<file path="config.mk">
export PLATFORM = sky130hd
export DESIGN_NAME = bss_monitor
export DESIGN_NICKNAME = d
export VERILOG_FILES = /design/src/design/bss_pkg.sv /design/src/design/bss_monitor.sv /design/src/design/bss_run_detect.sv
export SDC_FILE = /design/constraint.sdc
export NUM_CORES = 1
export LEC_CHECK = 0
export BUFFER_PORTS_ARGS = -buffer_cell sky130_fd_sc_hd__clkbuf_2
export CAP_MARGIN = 20
export CORE_ASPECT_RATIO = 1.25
export CORE_MARGIN = 5
export CORE_UTILIZATION = 54
export DETAILED_ROUTE_END_ITERATION = 6
export PLACE_DENSITY_LB_ADDON = 0.3
export SKIP_LAST_GASP = 1
export SLEW_MARGIN = 20
export SYNTH_ARGS = -nofsm -noshare
export SYNTH_HDL_FRONTEND = slang
export SYNTH_SLANG_ARGS = --single-unit
</file>
<file path="constraint.sdc">
create_clock -name clk_i -period 3.9 [get_ports clk_i]
set_input_delay 0.78 -clock clk_i [delete_from_list [all_inputs] [get_ports clk_i]]
set_output_delay 0.78 -clock clk_i [all_outputs]
set_load 0.02 [all_outputs]
</file>
<file path="src/design/bss_pkg.sv">
package bss_pkg;

  // ----------------------------------------------------------------
  // clocking
  // ----------------------------------------------------------------
  localparam int unsigned CLK_HZ = 10_000_000;
  localparam int unsigned CTRL_BUS_HZ = 512;
  localparam int unsigned CTRL_BUS_BIT_CYCLES = CLK_HZ / CTRL_BUS_HZ;

  // ----------------------------------------------------------------
  // register map, byte addresses
  // ----------------------------------------------------------------
  localparam logic [3:0] ADDR_CTRL = 4'h0;
  localparam logic [3:0] ADDR_PRESET = 4'h4;

  // control / status word
  localparam int unsigned CTRL_SYS_EN = 0;
  localparam int unsigned CTRL_ALERT_EN = 1;
  localparam int unsigned CTRL_ALERT_RST = 2;
  localparam int unsigned STAT_FLAG = 8;
  localparam int unsigned STAT_CATHODE = 9;
  localparam int unsigned STAT_MONITOR = 10;
  localparam int unsigned STAT_FCNT_LSB = 16;

  // preset word
  localparam int unsigned PRE_THR_LSB = 0;
  localparam int unsigned PRE_RUN_LSB = 8;
  localparam int unsigned PRE_FRM_LSB = 16;

  // ----------------------------------------------------------------
  // field widths and reset values
  // ----------------------------------------------------------------
  localparam int unsigned FIELD_W = 8;
  localparam int unsigned THR_USED = 5;
  localparam logic [7:0] THR_RST = 8'hFF;
  localparam logic [7:0] RUN_RST = 8'h08;
  localparam logic [7:0] FRM_RST = 8'h03;

  // ----------------------------------------------------------------
  // monitor states
  // ----------------------------------------------------------------
  typedef enum logic [1:0] {
    BSS_IDLE = 2'b00,
    BSS_ARMED = 2'b01,
    BSS_MON = 2'b10
  } bss_state_t;

  // byte-lane merge of a bus write into a register word
  function automatic logic [31:0] bss_merge(input logic [31:0] old_w,
                                            input logic [31:0] wr_w,
                                            input logic [3:0] sel);
    logic [31:0] res;
    res = old_w;
    for (int b = 0; b < 4; b++) begin
      if (sel[b]) begin
        res[b*8 +: 8] = wr_w[b*8 +: 8];
      end
    end
    return res;
  endfunction

endpackage

</file>
<file path="src/design/bss_monitor.sv">
`timescale 1ns/1ps
// Operation
// - count runs of adjacent pixels above threshold, compare with run preset
// - fire only after qualifying runs in consecutive frames, not single hits
// - pixel analysis starts at and is aligned to frame sync
// - detection drives cathode-safe output at once, without software
// - detection sets alert flag readable in status register
// - system enable starts monitoring at next integration-run sync
// - alert flag is sticky until explicitly cleared
// - cathode-safe set on detection only with alert enable set
// - alert reset clears cathode-safe, alert flag and detection logic
// - alert reset leaves thresholds and presets unchanged
// - alert enable gates only cathode path, flag independent of it
// - threshold readable and writable, only top five bits compared
// - run-length preset readable and writable, sets adjacent pixel count
// - frame-count preset readable and writable, sets consecutive frames
// - exactly two read/write addresses carry control and monitoring
// - response within tens of milliseconds, independent of software
// - control bus accesses run at 512 Hz bit rate; here each wishbone access is acked one clock after the request
// - every access to the two addresses is acknowledged
module bss_monitor import bss_pkg::*; #(
  parameter int PIX_W = 8
) (
  input wire logic clk_i,
  input wire logic rst_i,
  input wire logic wb_cyc_i,
  input wire logic wb_stb_i,
  input wire logic wb_we_i,
  input wire logic [3:0] wb_adr_i,
  input wire logic [3:0] wb_sel_i,
  input wire logic [31:0] wb_dat_i,
  output logic [31:0] wb_dat_o,
  output logic wb_ack_o,
  input wire logic pix_valid_i,
  input wire logic [PIX_W-1:0] pix_i,
  input wire logic frame_sync_i,
  input wire logic integration_run_sync_i,
  output logic cathode_safe_o,
  output logic alert_flag_o,
  output logic monitor_active_o
);

  // ----------------------------------------------------------------
  // state
  // ----------------------------------------------------------------
  typedef struct packed {
    bss_state_t st;
    logic sys_en;
    logic alert_en;
    logic alert_rst;
    logic [FIELD_W-1:0] thr;
    logic [FIELD_W-1:0] run_preset;
    logic [FIELD_W-1:0] frm_preset;
    logic frame_open;
    logic [FIELD_W-1:0] frame_cnt;
    logic alert_flag;
    logic cathode_safe;
    logic ack;
    logic [31:0] dat;
  } bss_mon_st_t;

  localparam bss_mon_st_t RESET_ST = '{
    st: BSS_IDLE,
    sys_en: 1'b0,
    alert_en: 1'b0,
    alert_rst: 1'b0,
    thr: THR_RST,
    run_preset: RUN_RST,
    frm_preset: FRM_RST,
    frame_open: 1'b0,
    frame_cnt: '0,
    alert_flag: 1'b0,
    cathode_safe: 1'b0,
    ack: 1'b0,
    dat: '0
  };

  bss_mon_st_t s;
  bss_mon_st_t next_s;

  logic det_clear;
  logic det_hit;
  logic frame_end;
  logic fire;
  logic [8:0] cnt_inc;
  logic wr_take;
  logic [31:0] ctrl_word;
  logic [31:0] pre_word;
  logic [31:0] ctrl_new;
  logic [31:0] pre_new;

  // ----------------------------------------------------------------
  // pixel run detector
  // ----------------------------------------------------------------
  assign det_clear = frame_sync_i || !(s.st == BSS_MON) || !s.frame_open || s.alert_rst;

  bss_run_detect #(
    .PIX_W(PIX_W)
  ) bss_run_detect_i (
    .clk_i(clk_i),
    .rst_i(rst_i),
    .clear_i(det_clear),
    .pix_valid_i(pix_valid_i),
    .pix_i(pix_i),
    .thr_i(s.thr),
    .preset_i(s.run_preset),
    .run_o(),
    .hit_o(det_hit)
  );

  // ----------------------------------------------------------------
  // register words
  // ----------------------------------------------------------------
  always_comb begin
    ctrl_word = '0;
    ctrl_word[CTRL_SYS_EN] = s.sys_en;
    ctrl_word[CTRL_ALERT_EN] = s.alert_en;
    ctrl_word[CTRL_ALERT_RST] = s.alert_rst;
    ctrl_word[STAT_FLAG] = s.alert_flag;
    ctrl_word[STAT_CATHODE] = s.cathode_safe;
    ctrl_word[STAT_MONITOR] = (s.st == BSS_MON);
    ctrl_word[STAT_FCNT_LSB +: FIELD_W] = s.frame_cnt;
    pre_word = '0;
    pre_word[PRE_THR_LSB +: FIELD_W] = s.thr;
    pre_word[PRE_RUN_LSB +: FIELD_W] = s.run_preset;
    pre_word[PRE_FRM_LSB +: FIELD_W] = s.frm_preset;
    ctrl_new = bss_merge(ctrl_word, wb_dat_i, wb_sel_i);
    pre_new = bss_merge(pre_word, wb_dat_i, wb_sel_i);
  end

  // ----------------------------------------------------------------
  // next state
  // ----------------------------------------------------------------
  always_comb begin
    next_s = s;
    frame_end = frame_sync_i && (s.st == BSS_MON) && s.frame_open;
    cnt_inc = {1'b0, s.frame_cnt} + 9'h001;
    fire = frame_end && det_hit && !s.alert_rst && (cnt_inc >= {1'b0, s.frm_preset});
    wr_take = wb_cyc_i && wb_stb_i && wb_we_i && s.ack;

    // bus: answer one cycle after the request, drop the cycle after
    next_s.ack = wb_cyc_i && wb_stb_i && !s.ack;
    if (wb_cyc_i && wb_stb_i && !s.ack) begin
      if (wb_adr_i == ADDR_CTRL) begin
        next_s.dat = ctrl_word;
      end else if (wb_adr_i == ADDR_PRESET) begin
        next_s.dat = pre_word;
      end else begin
        next_s.dat = '0;
      end
    end

    // bus writes take effect on the edge that sees ack
    if (wr_take) begin
      if (wb_adr_i == ADDR_CTRL) begin
        next_s.sys_en = ctrl_new[CTRL_SYS_EN];
        next_s.alert_en = ctrl_new[CTRL_ALERT_EN];
        next_s.alert_rst = ctrl_new[CTRL_ALERT_RST];
      end else if (wb_adr_i == ADDR_PRESET) begin
        next_s.thr = pre_new[PRE_THR_LSB +: FIELD_W];
        next_s.run_preset = pre_new[PRE_RUN_LSB +: FIELD_W];
        next_s.frm_preset = pre_new[PRE_FRM_LSB +: FIELD_W];
      end
    end

    // monitor sequencing
    case (s.st)
      BSS_IDLE: begin
        next_s.frame_open = 1'b0;
        next_s.frame_cnt = '0;
        if (s.sys_en) begin
          next_s.st = BSS_ARMED;
        end
      end
      BSS_ARMED: begin
        if (!s.sys_en) begin
          next_s.st = BSS_IDLE;
        end else if (integration_run_sync_i) begin
          next_s.st = BSS_MON;
        end
      end
      BSS_MON: begin
        if (!s.sys_en) begin
          next_s.st = BSS_IDLE;
        end else if (frame_sync_i) begin
          next_s.frame_open = 1'b1;
          if (frame_end) begin
            if (!det_hit) begin
              next_s.frame_cnt = '0;
            end else if (fire) begin
              next_s.frame_cnt = '0;
            end else begin
              next_s.frame_cnt = cnt_inc[FIELD_W-1:0];
            end
          end
        end
      end
      default: begin
        next_s.st = BSS_IDLE;
      end
    endcase

    // safing action
    if (fire) begin
      next_s.alert_flag = 1'b1;
      if (s.alert_en) begin
        next_s.cathode_safe = 1'b1;
      end
    end

    // alert reset holds detection at power-up state, settings kept
    if (s.alert_rst) begin
      next_s.st = BSS_IDLE;
      next_s.frame_open = 1'b0;
      next_s.frame_cnt = '0;
      next_s.alert_flag = 1'b0;
      next_s.cathode_safe = 1'b0;
    end
  end

  always_ff @(posedge clk_i) begin
    if (rst_i) begin
      s <= RESET_ST;
    end else begin
      s <= next_s;
    end
  end

  // ----------------------------------------------------------------
  // outputs
  // ----------------------------------------------------------------
  assign wb_ack_o = s.ack;
  assign wb_dat_o = s.dat;
  assign cathode_safe_o = s.cathode_safe;
  assign alert_flag_o = s.alert_flag;
  assign monitor_active_o = (s.st == BSS_MON);

  // ----------------------------------------------------------------
  // checks
  // ----------------------------------------------------------------
  a_fire_sets_flag: assert property (
    @(posedge clk_i) disable iff (rst_i)
    fire |=> alert_flag_o)
    else $error("detection did not set alert flag");

  a_fire_safes_cathode: assert property (
    @(posedge clk_i) disable iff (rst_i)
    (fire && s.alert_en) |=> cathode_safe_o)
    else $error("enabled detection did not safe cathode");

  a_cathode_needs_enable: assert property (
    @(posedge clk_i) disable iff (rst_i)
    $rose(cathode_safe_o) |-> $past(s.alert_en) && $past(fire))
    else $error("cathode safed without enable or detection");

  a_flag_sticky_hold: assert property (
    @(posedge clk_i) disable iff (rst_i)
    (alert_flag_o && !s.alert_rst) |=> alert_flag_o)
    else $error("alert flag dropped without alert reset");

  a_alert_reset_clears: assert property (
    @(posedge clk_i) disable iff (rst_i)
    s.alert_rst |=> !alert_flag_o && !cathode_safe_o && (s.st == BSS_IDLE))
    else $error("alert reset left alert state set");

  a_settings_kept: assert property (
    @(posedge clk_i) disable iff (rst_i)
    (s.alert_rst && !wr_take) |=> $stable(s.thr) && $stable(s.run_preset)
    && $stable(s.frm_preset))
    else $error("alert reset disturbed settings");

  a_start_on_integration_run_sync: assert property (
    @(posedge clk_i) disable iff (rst_i)
    $rose(monitor_active_o) |-> $past(integration_run_sync_i) && $past(s.st == BSS_ARMED))
    else $error("monitoring started without integration-run sync");

  a_frame_cnt_clear: assert property (
    @(posedge clk_i) disable iff (rst_i)
    (frame_end && !det_hit) |=> (s.frame_cnt == '0))
    else $error("frame counter kept after empty frame");

  a_fire_needs_frames: assert property (
    @(posedge clk_i) disable iff (rst_i)
    $rose(alert_flag_o) |-> $past(frame_end) && $past(det_hit)
    && ({1'b0, $past(s.frame_cnt)} + 9'h001 >= {1'b0, $past(s.frm_preset)}))
    else $error("safing without enough qualifying frames");

  a_ack_single: assert property (
    @(posedge clk_i) disable iff (rst_i)
    (wb_cyc_i && wb_stb_i && !wb_ack_o) |=> wb_ack_o ##1 !wb_ack_o)
    else $error("bus answer not one cycle long");

endmodule

</file>
<file path="src/design/bss_run_detect.sv">
`timescale 1ns/1ps
module bss_run_detect import bss_pkg::*; #(
  parameter int PIX_W = 8
) (
  input wire logic clk_i,
  input wire logic rst_i,
  input wire logic clear_i,
  input wire logic pix_valid_i,
  input wire logic [PIX_W-1:0] pix_i,
  input wire logic [FIELD_W-1:0] thr_i,
  input wire logic [FIELD_W-1:0] preset_i,
  output logic [FIELD_W-1:0] run_o,
  output logic hit_o
);

  typedef struct packed {
    logic [FIELD_W-1:0] run;
    logic hit;
  } bss_run_st_t;

  bss_run_st_t s;
  bss_run_st_t next_s;
  logic above;

  // ----------------------------------------------------------------
  // run counting
  // ----------------------------------------------------------------
  always_comb begin
    above = pix_i[PIX_W-1 -: THR_USED] > thr_i[FIELD_W-1 -: THR_USED];
    next_s = s;
    if (clear_i) begin
      next_s.run = '0;
      next_s.hit = 1'b0;
    end else if (pix_valid_i) begin
      if (above) begin
        if (s.run != '1) begin
          next_s.run = s.run + 8'h01;
        end
        if (({1'b0, s.run} + 9'h001) >= {1'b0, preset_i}) begin
          next_s.hit = 1'b1;
        end
      end else begin
        next_s.run = '0;
      end
    end
  end

  always_ff @(posedge clk_i) begin
    if (rst_i) begin
      s <= '0;
    end else begin
      s <= next_s;
    end
  end

  assign run_o = s.run;
  assign hit_o = s.hit;

  // ----------------------------------------------------------------
  // checks
  // ----------------------------------------------------------------
  a_run_low_clear: assert property (
    @(posedge clk_i) disable iff (rst_i)
    (pix_valid_i && !above && !clear_i) |=> (run_o == '0))
    else $error("run count not cleared by low pixel");

  a_run_sync_clear: assert property (
    @(posedge clk_i) disable iff (rst_i)
    clear_i |=> (run_o == '0) && !hit_o)
    else $error("run state not cleared at frame start");

  a_run_hit_set: assert property (
    @(posedge clk_i) disable iff (rst_i)
    (pix_valid_i && above && !clear_i && ({1'b0, run_o} + 9'h001 >= {1'b0, preset_i}))
    |=> hit_o)
    else $error("qualifying run not flagged");

endmodule

</file>
== After elaboration in Yosys (flattened, before gate mapping) ==
Cells that the tools add are included.
Storage, ports and cells
  flip-flop bits (word level): 82
  output and inout bits: 36
  word-level logic and storage cells: 79
  input bits: 56
Cells by class
  order comparisons: 3
  equal/unequal tests: 11
  bitwise gates (word level): 1
  reduce and logical (&&, ||, !) cells: 31
  add/sub/neg operators: 3
  multiplexer cells: 15
Operators with widths (number)
  24-bit 2-to-1 mux: 2
  8-bit 2-to-1 mux: 5
  8-bit by 1-bit adder with 9-bit output, second input constant: 2
  9-bit by 8-bit greater-or-equal comparator with 1-bit output: 2
  9-bit 2-to-1 mux: 2
  9-bit one-hot mux with 2 select lines: 1
  4-bit AND reduction: 4
  3-bit AND reduction: 4
  1-bit logical AND: 9
  8-bit by 1-bit adder with 8-bit output, second input constant: 1
  2-bit 2-to-1 mux: 4
  2-bit inequality test, second input constant: 4
  8-bit inequality test, second input constant: 1
  2-bit one-hot mux with 3 select lines: 1
  5-bit greater-than comparator: 1
  4-bit by 3-bit == test with 1-bit output, second input constant: 1
  1-bit logical NOT: 4
  4-bit logical NOT: 1
  2-bit by 1-bit inequality test with 1-bit output, second input constant: 2
  2-bit AND reduction: 2
  2-bit OR reduction: 2
  1-bit logical OR: 3
  3-bit inequality test, second input constant: 1
  2-bit by 1-bit == test with 1-bit output, second input constant: 1
  other kinds (4): 4

== Depth between registers and ports, before layout ==
  word-level depth: 12
  mapped depth: 11
  mapped depth without buffers: 11

== Modules after synthesis ==
Synthesis repeated with hierarchy kept, for this count alone.
Unflattened totals
  cells, all modules: 453
  area total of the unflattened synthesis: 3958.8 sq um
Modules (own cells, without submodules)
  bss_monitor: cells an instance 349, seq. area each 1301.2 sq um, times used 1, area each 3069.2 sq um
  bss_run_detect: cells an instance 104, seq. area each 180.2 sq um, times used 1, area each 889.6 sq um

== Worst setup path after synthesis ==
OpenSTA, ideal clock, no wires.
  path kind: reg-to-reg
  start point: register s (netlist bit ctrl_word[16])
  end point: register s (netlist bit cathode_safe_o)
  cell stages (with the launch flop): 12
  data arrival time: 2.591 ns
  setup slack: 1.192 ns
  data required time: 3.783 ns
  path buffers: 0
  period minus slack after synthesis: 2.708 ns
  setup time: 0.117 ns
  cells stage by stage: dfxtp_1 > ha_1 > nand3_1 > nor2_1 > nor2b_1 > or2_2 > ha_1 > and3_1 > a221o_1 > a31oi_4 > a21oi_1 > a22o_1
Between the ends
  word-level cells in the longest chain between the ends: 4
Ends and longest elaborated chain
  start, declared: line bss_monitor.sv:78  | bss_mon_st_t s;
  start signal, assigned: line bss_monitor.sv:225  | s <= next_s;
  8-bit by 1-bit adder with 9-bit output: line bss_monitor.sv:137  | cnt_inc = {1'b0, s.frame_cnt} + 9'h001;
  9-bit by 8-bit greater-or-equal comparator with 1-bit output: line bss_monitor.sv:138  | fire = frame_end && det_hit && !s.alert_rst && (cnt_inc >= {1'b0, s.frm_preset});
  1-bit logical AND: line bss_monitor.sv:138
  2-bit AND reduction (no line)
No other way between the ends.
A chain may end at the register's enable or synchronous reset.

== Final worst setup path ==
Same ends and word-level chain as after synthesis.

==> run_results.csv <==
group,metric,value,unit
cts,clk_pin_slew,0.07,ns
synthesis,synth_top_family_by_area,"simple AND/OR/NAND/NOR gates",
cells_and_area,utilization,61.3,%
synthesis,synth_top_area_share,37.8,%
power_and_ir_drop,clkPwrFrac,43.5,%
synthesis,yosysWarnings,0,
sta,finalSetupViolCount,0,
grt,grt_pass1_vias,3426,
cts,hold_buffers,0,
cts,clock_sinks,74,
cts,post_cts_resized,0,
floorplan,rows,34,
synthesis,synth_cells,484,
floorplan,core_area,0.00702,sq mm
synthesis,synth.largest_area_cell,"dfxtp_1",
worst_setup_path,path_common_cell,"ha_1",
synthesis,synth_fa_ha_area_share,7.35,%
drt,routedWlPerCell,14.6,microns
sta,rsz0062_at_grt,"no",
placement,dpl.hpwl,6720,microns
sta,max_slew_margin,41.0,%
min_path,hp-class,"flip-flop to flip-flop",
cts,root_buffer,"clkbuf_8",
cts,clock_path_buffers,2,
cts,cts_setup_buffers,0,
cells_and_area,drive_above_1_share,18.6,%
grt,overflow,0,
synthesis,synthMostInstantiatedCell,"dfxtp_1",
sta,skew,0.00461,ns
power_and_ir_drop,irDropWorstVdd,0.207,mV
synthesis,synth_compound_area_share,18.1,%
sta,slew_violations,0,
drt,drt_iter0_drc,166,
power_and_ir_drop,netSwitchingPower,0.330,mW
cells_and_area,area_growth_syn_to_layout,9.91,%
placement,place.gp.congestion,0.812,
synthesis,synth_edf_count,0,
power_and_ir_drop,p_comb_share,5.0,%
synthesis,synthArstFlopShare,0,%
run_status,status,"completed",
cts,clk-insertion-delay-late,0.35,ns
sta,fin_tns_setup,0,ns
worst_setup_path,critPathSlowestCell,"dfxtp_1",
drt,firstDrtPassIters,4,
power_and_ir_drop,power.internal,1.14,mW
grt,antenna_found_initial,0,
power_and_ir_drop,switching_share,22.4,%
synthesis,ys_seq_area_share,37.8,%
sta,tightest_slew,0.879,ns
placement,placed_cell_area,0.00409,sq mm
power_and_ir_drop,cellLeakagePower,1.84,nW
drt,routed_wl,9020,microns
synthesis,ys.flop_type,"dfxtp_1",
synthesis,synth_xor_area_share,2.01,%
grt,grt_pass1_wl,15200,microns
floorplan,pin_count,92,
cells_and_area,diodes,0,
synthesis,synth_common_cells,"dfxtp_1, nand2_1, a21oi_1",
drt,postRouteAntennaNets,0,
floorplan,die-area,0.00906,sq mm
sta,hold_viol_final,0,
synthesis,ys_types,47,
cts,cts_buffers,9,
synthesis,avgSynthCellArea,8.09,sq um
drt,num_vias,3443,
synthesis,synth_mux_area_share,1.02,%
placement,io_buffers,71,
worst_setup_path,arrival,3.21,ns
cells_and_area,final_nets,602,
worst_setup_path,crit_family,"compound AO/OA/AOI/OAI gates",
power_and_ir_drop,seqPwrFrac,51.5,%
worst_setup_path,path_buf_inv,0,
synthesis,synth_area_leaders,"dfxtp_1, ha_1, nand2_1",
power_and_ir_drop,powerDensity,342,mW/mm^2
worst_setup_path,critPathLaunchType,"flip-flop",
floorplan,die_height,105,microns
worst_setup_path,worstPathRequired,4.15,ns
synthesis,synth-seq-cells,74,
sta,fmax,337,MHz
run,cap_violations,0,
cts,cts_tree,"yes",
cts,h-tree-depth,3,
drt,viasPerCell,5.57,
worst_setup_path,crit_path_cell_trace,"ha_1 > nand3_1 > nor2_1 > nor2b_1 > or2_2 > ha_1 > and3_1 > a221o_1 > a31oi_4 > a21oi_1 > a22o_1",
worst_setup_path,cpPeakStageDelay,0.43,ns
floorplan,die_w,86.2,microns
cells_and_area,fin_area,0.00430,sq mm
worst_setup_path,end_kind,"flip-flop",
sta,fin_crit,2.97,ns
worst_setup_path,crit_fanout,9,
floorplan,start_util,55.8,%
grt,grt_max_degree,55,
synthesis,synthSimpleGateAreaFrac,22.1,%
grt,grt_usage,20.7,%
drt,drc_errors,0,
worst_setup_path,path_class,"flip-flop to flip-flop",
sta,period_share,76.1,%
synthesis,syn_area,0.00392,sq mm
-- tightest hold or removal path, stage by stage, from the launching register on --
cell	delay [ns]
dfxtp_1	0.31
nand2_1	0.05
a21oi_1	0.05
-- layout by cell type, fill, tap and decap left out, drive strengths merged, types with 3 or more instances in the layout --
cell type,instances
o21ai,18
inv,30
nand2,71
xnor2,4
o21a,4
xor2,5
or2,5
conb,8
nand4,8
a22oi,13
o22ai,3
nand3b,3
a211o,8
and3,4
dfxtp,74
a211oi,5
mux2i,4
nor3,9
a31oi,4
nor2,23
nand2b,4
o2111ai,3
clkinv,3
a21oi,44
a21o,4
nor2b,5
ha,23
clkbuf,82
nand3,37
buf,3
-- per-stage QoR --
stage | power, mW | hold slack, ns | setup slack, ns | std cells
after CTS | 1.48 | 0.457 | 0.929 | 618
final | 1.47 | 0.455 | 0.933 | 618
after detailed placement | 0.849 | 0.444 | 0.937 | 602
after global routing | 1.52 | 0.474 | 0.690 | 618
after global placement | 0.848 | 0.440 | 0.958 | 602
after floorplan | 0.825 | 0.432 | 1.19 | 491
-- area by class of cell --
cell class | instances | area [sq um]
fillers | 637 | 2720
multi-input cells | 334 | 2010
flip-flops and latches | 74 | 1480
repair buffers | 74 | 378
clock buffers | 11 | 131
inverters | 30 | 113
well taps | 90 | 113
clock inverters | 5 | 78.8
-- logic make-up after synthesis --
logic type / after synthesis
xor gates and xnor gates: 9
DFF: 74
other: 1
adders and majority gates: 23
AOI/OAI and AO/OA: 111
buffers and inverters: 83
and+or+nand+nor: 179
muxes: 4
-- layer usage --
layer | vias to the layer above | share of wire (%) | GRT usage, %
met1 | 1615 | 41 | 23.7
met3 | 18 | 4.8 | 3.31
met2 | 86 | 52 | 36.9
met4 | 0 | 2.4 | 9.73
li1 | 1724 | - | -
met5 | - | 0 | 0
-- final timing paths --
path / slack [ns] / to / start / cells past startpoint
worst max-delay path: 0.93 / cathode_safe_o / ctrl_word[16] / 11
worst min-delay path: 0.45 / wb_dat_o[3] / wb_dat_o[3] / 2
worst max register to register: 0.93 / cathode_safe_o / ctrl_word[16] / 11
worst min register to register: 0.45 / wb_dat_o[3] / wb_dat_o[3] / 2
-- power by group through the flow --
stage / Sequential (mW) / Clock (mW) / Combinational (mW)
3_5_place_dp: 0.775 / 0 / 0.0740
4_1_cts: 0.757 / 0.652 / 0.0743
3_3_place_gp: 0.775 / 0 / 0.0728
5_1_grt: 0.758 / 0.683 / 0.0823
2_1_floorplan: 0.776 / 0 / 0.0490
6_report: 0.758 / 0.639 / 0.0741
-- sequential cells by signal (all words and copies together) (netlist names) --
name / count
alert_flag_o: 1
bss_run_detect_i.hit_o: 1
bss_run_detect_i.run_o: 8
cathode_safe_o: 1
ctrl_word: 11
pre_word: 24
s: 3
wb_ack_o: 1
wb_dat_o: 24
Power figures use the tool's default switching activity.
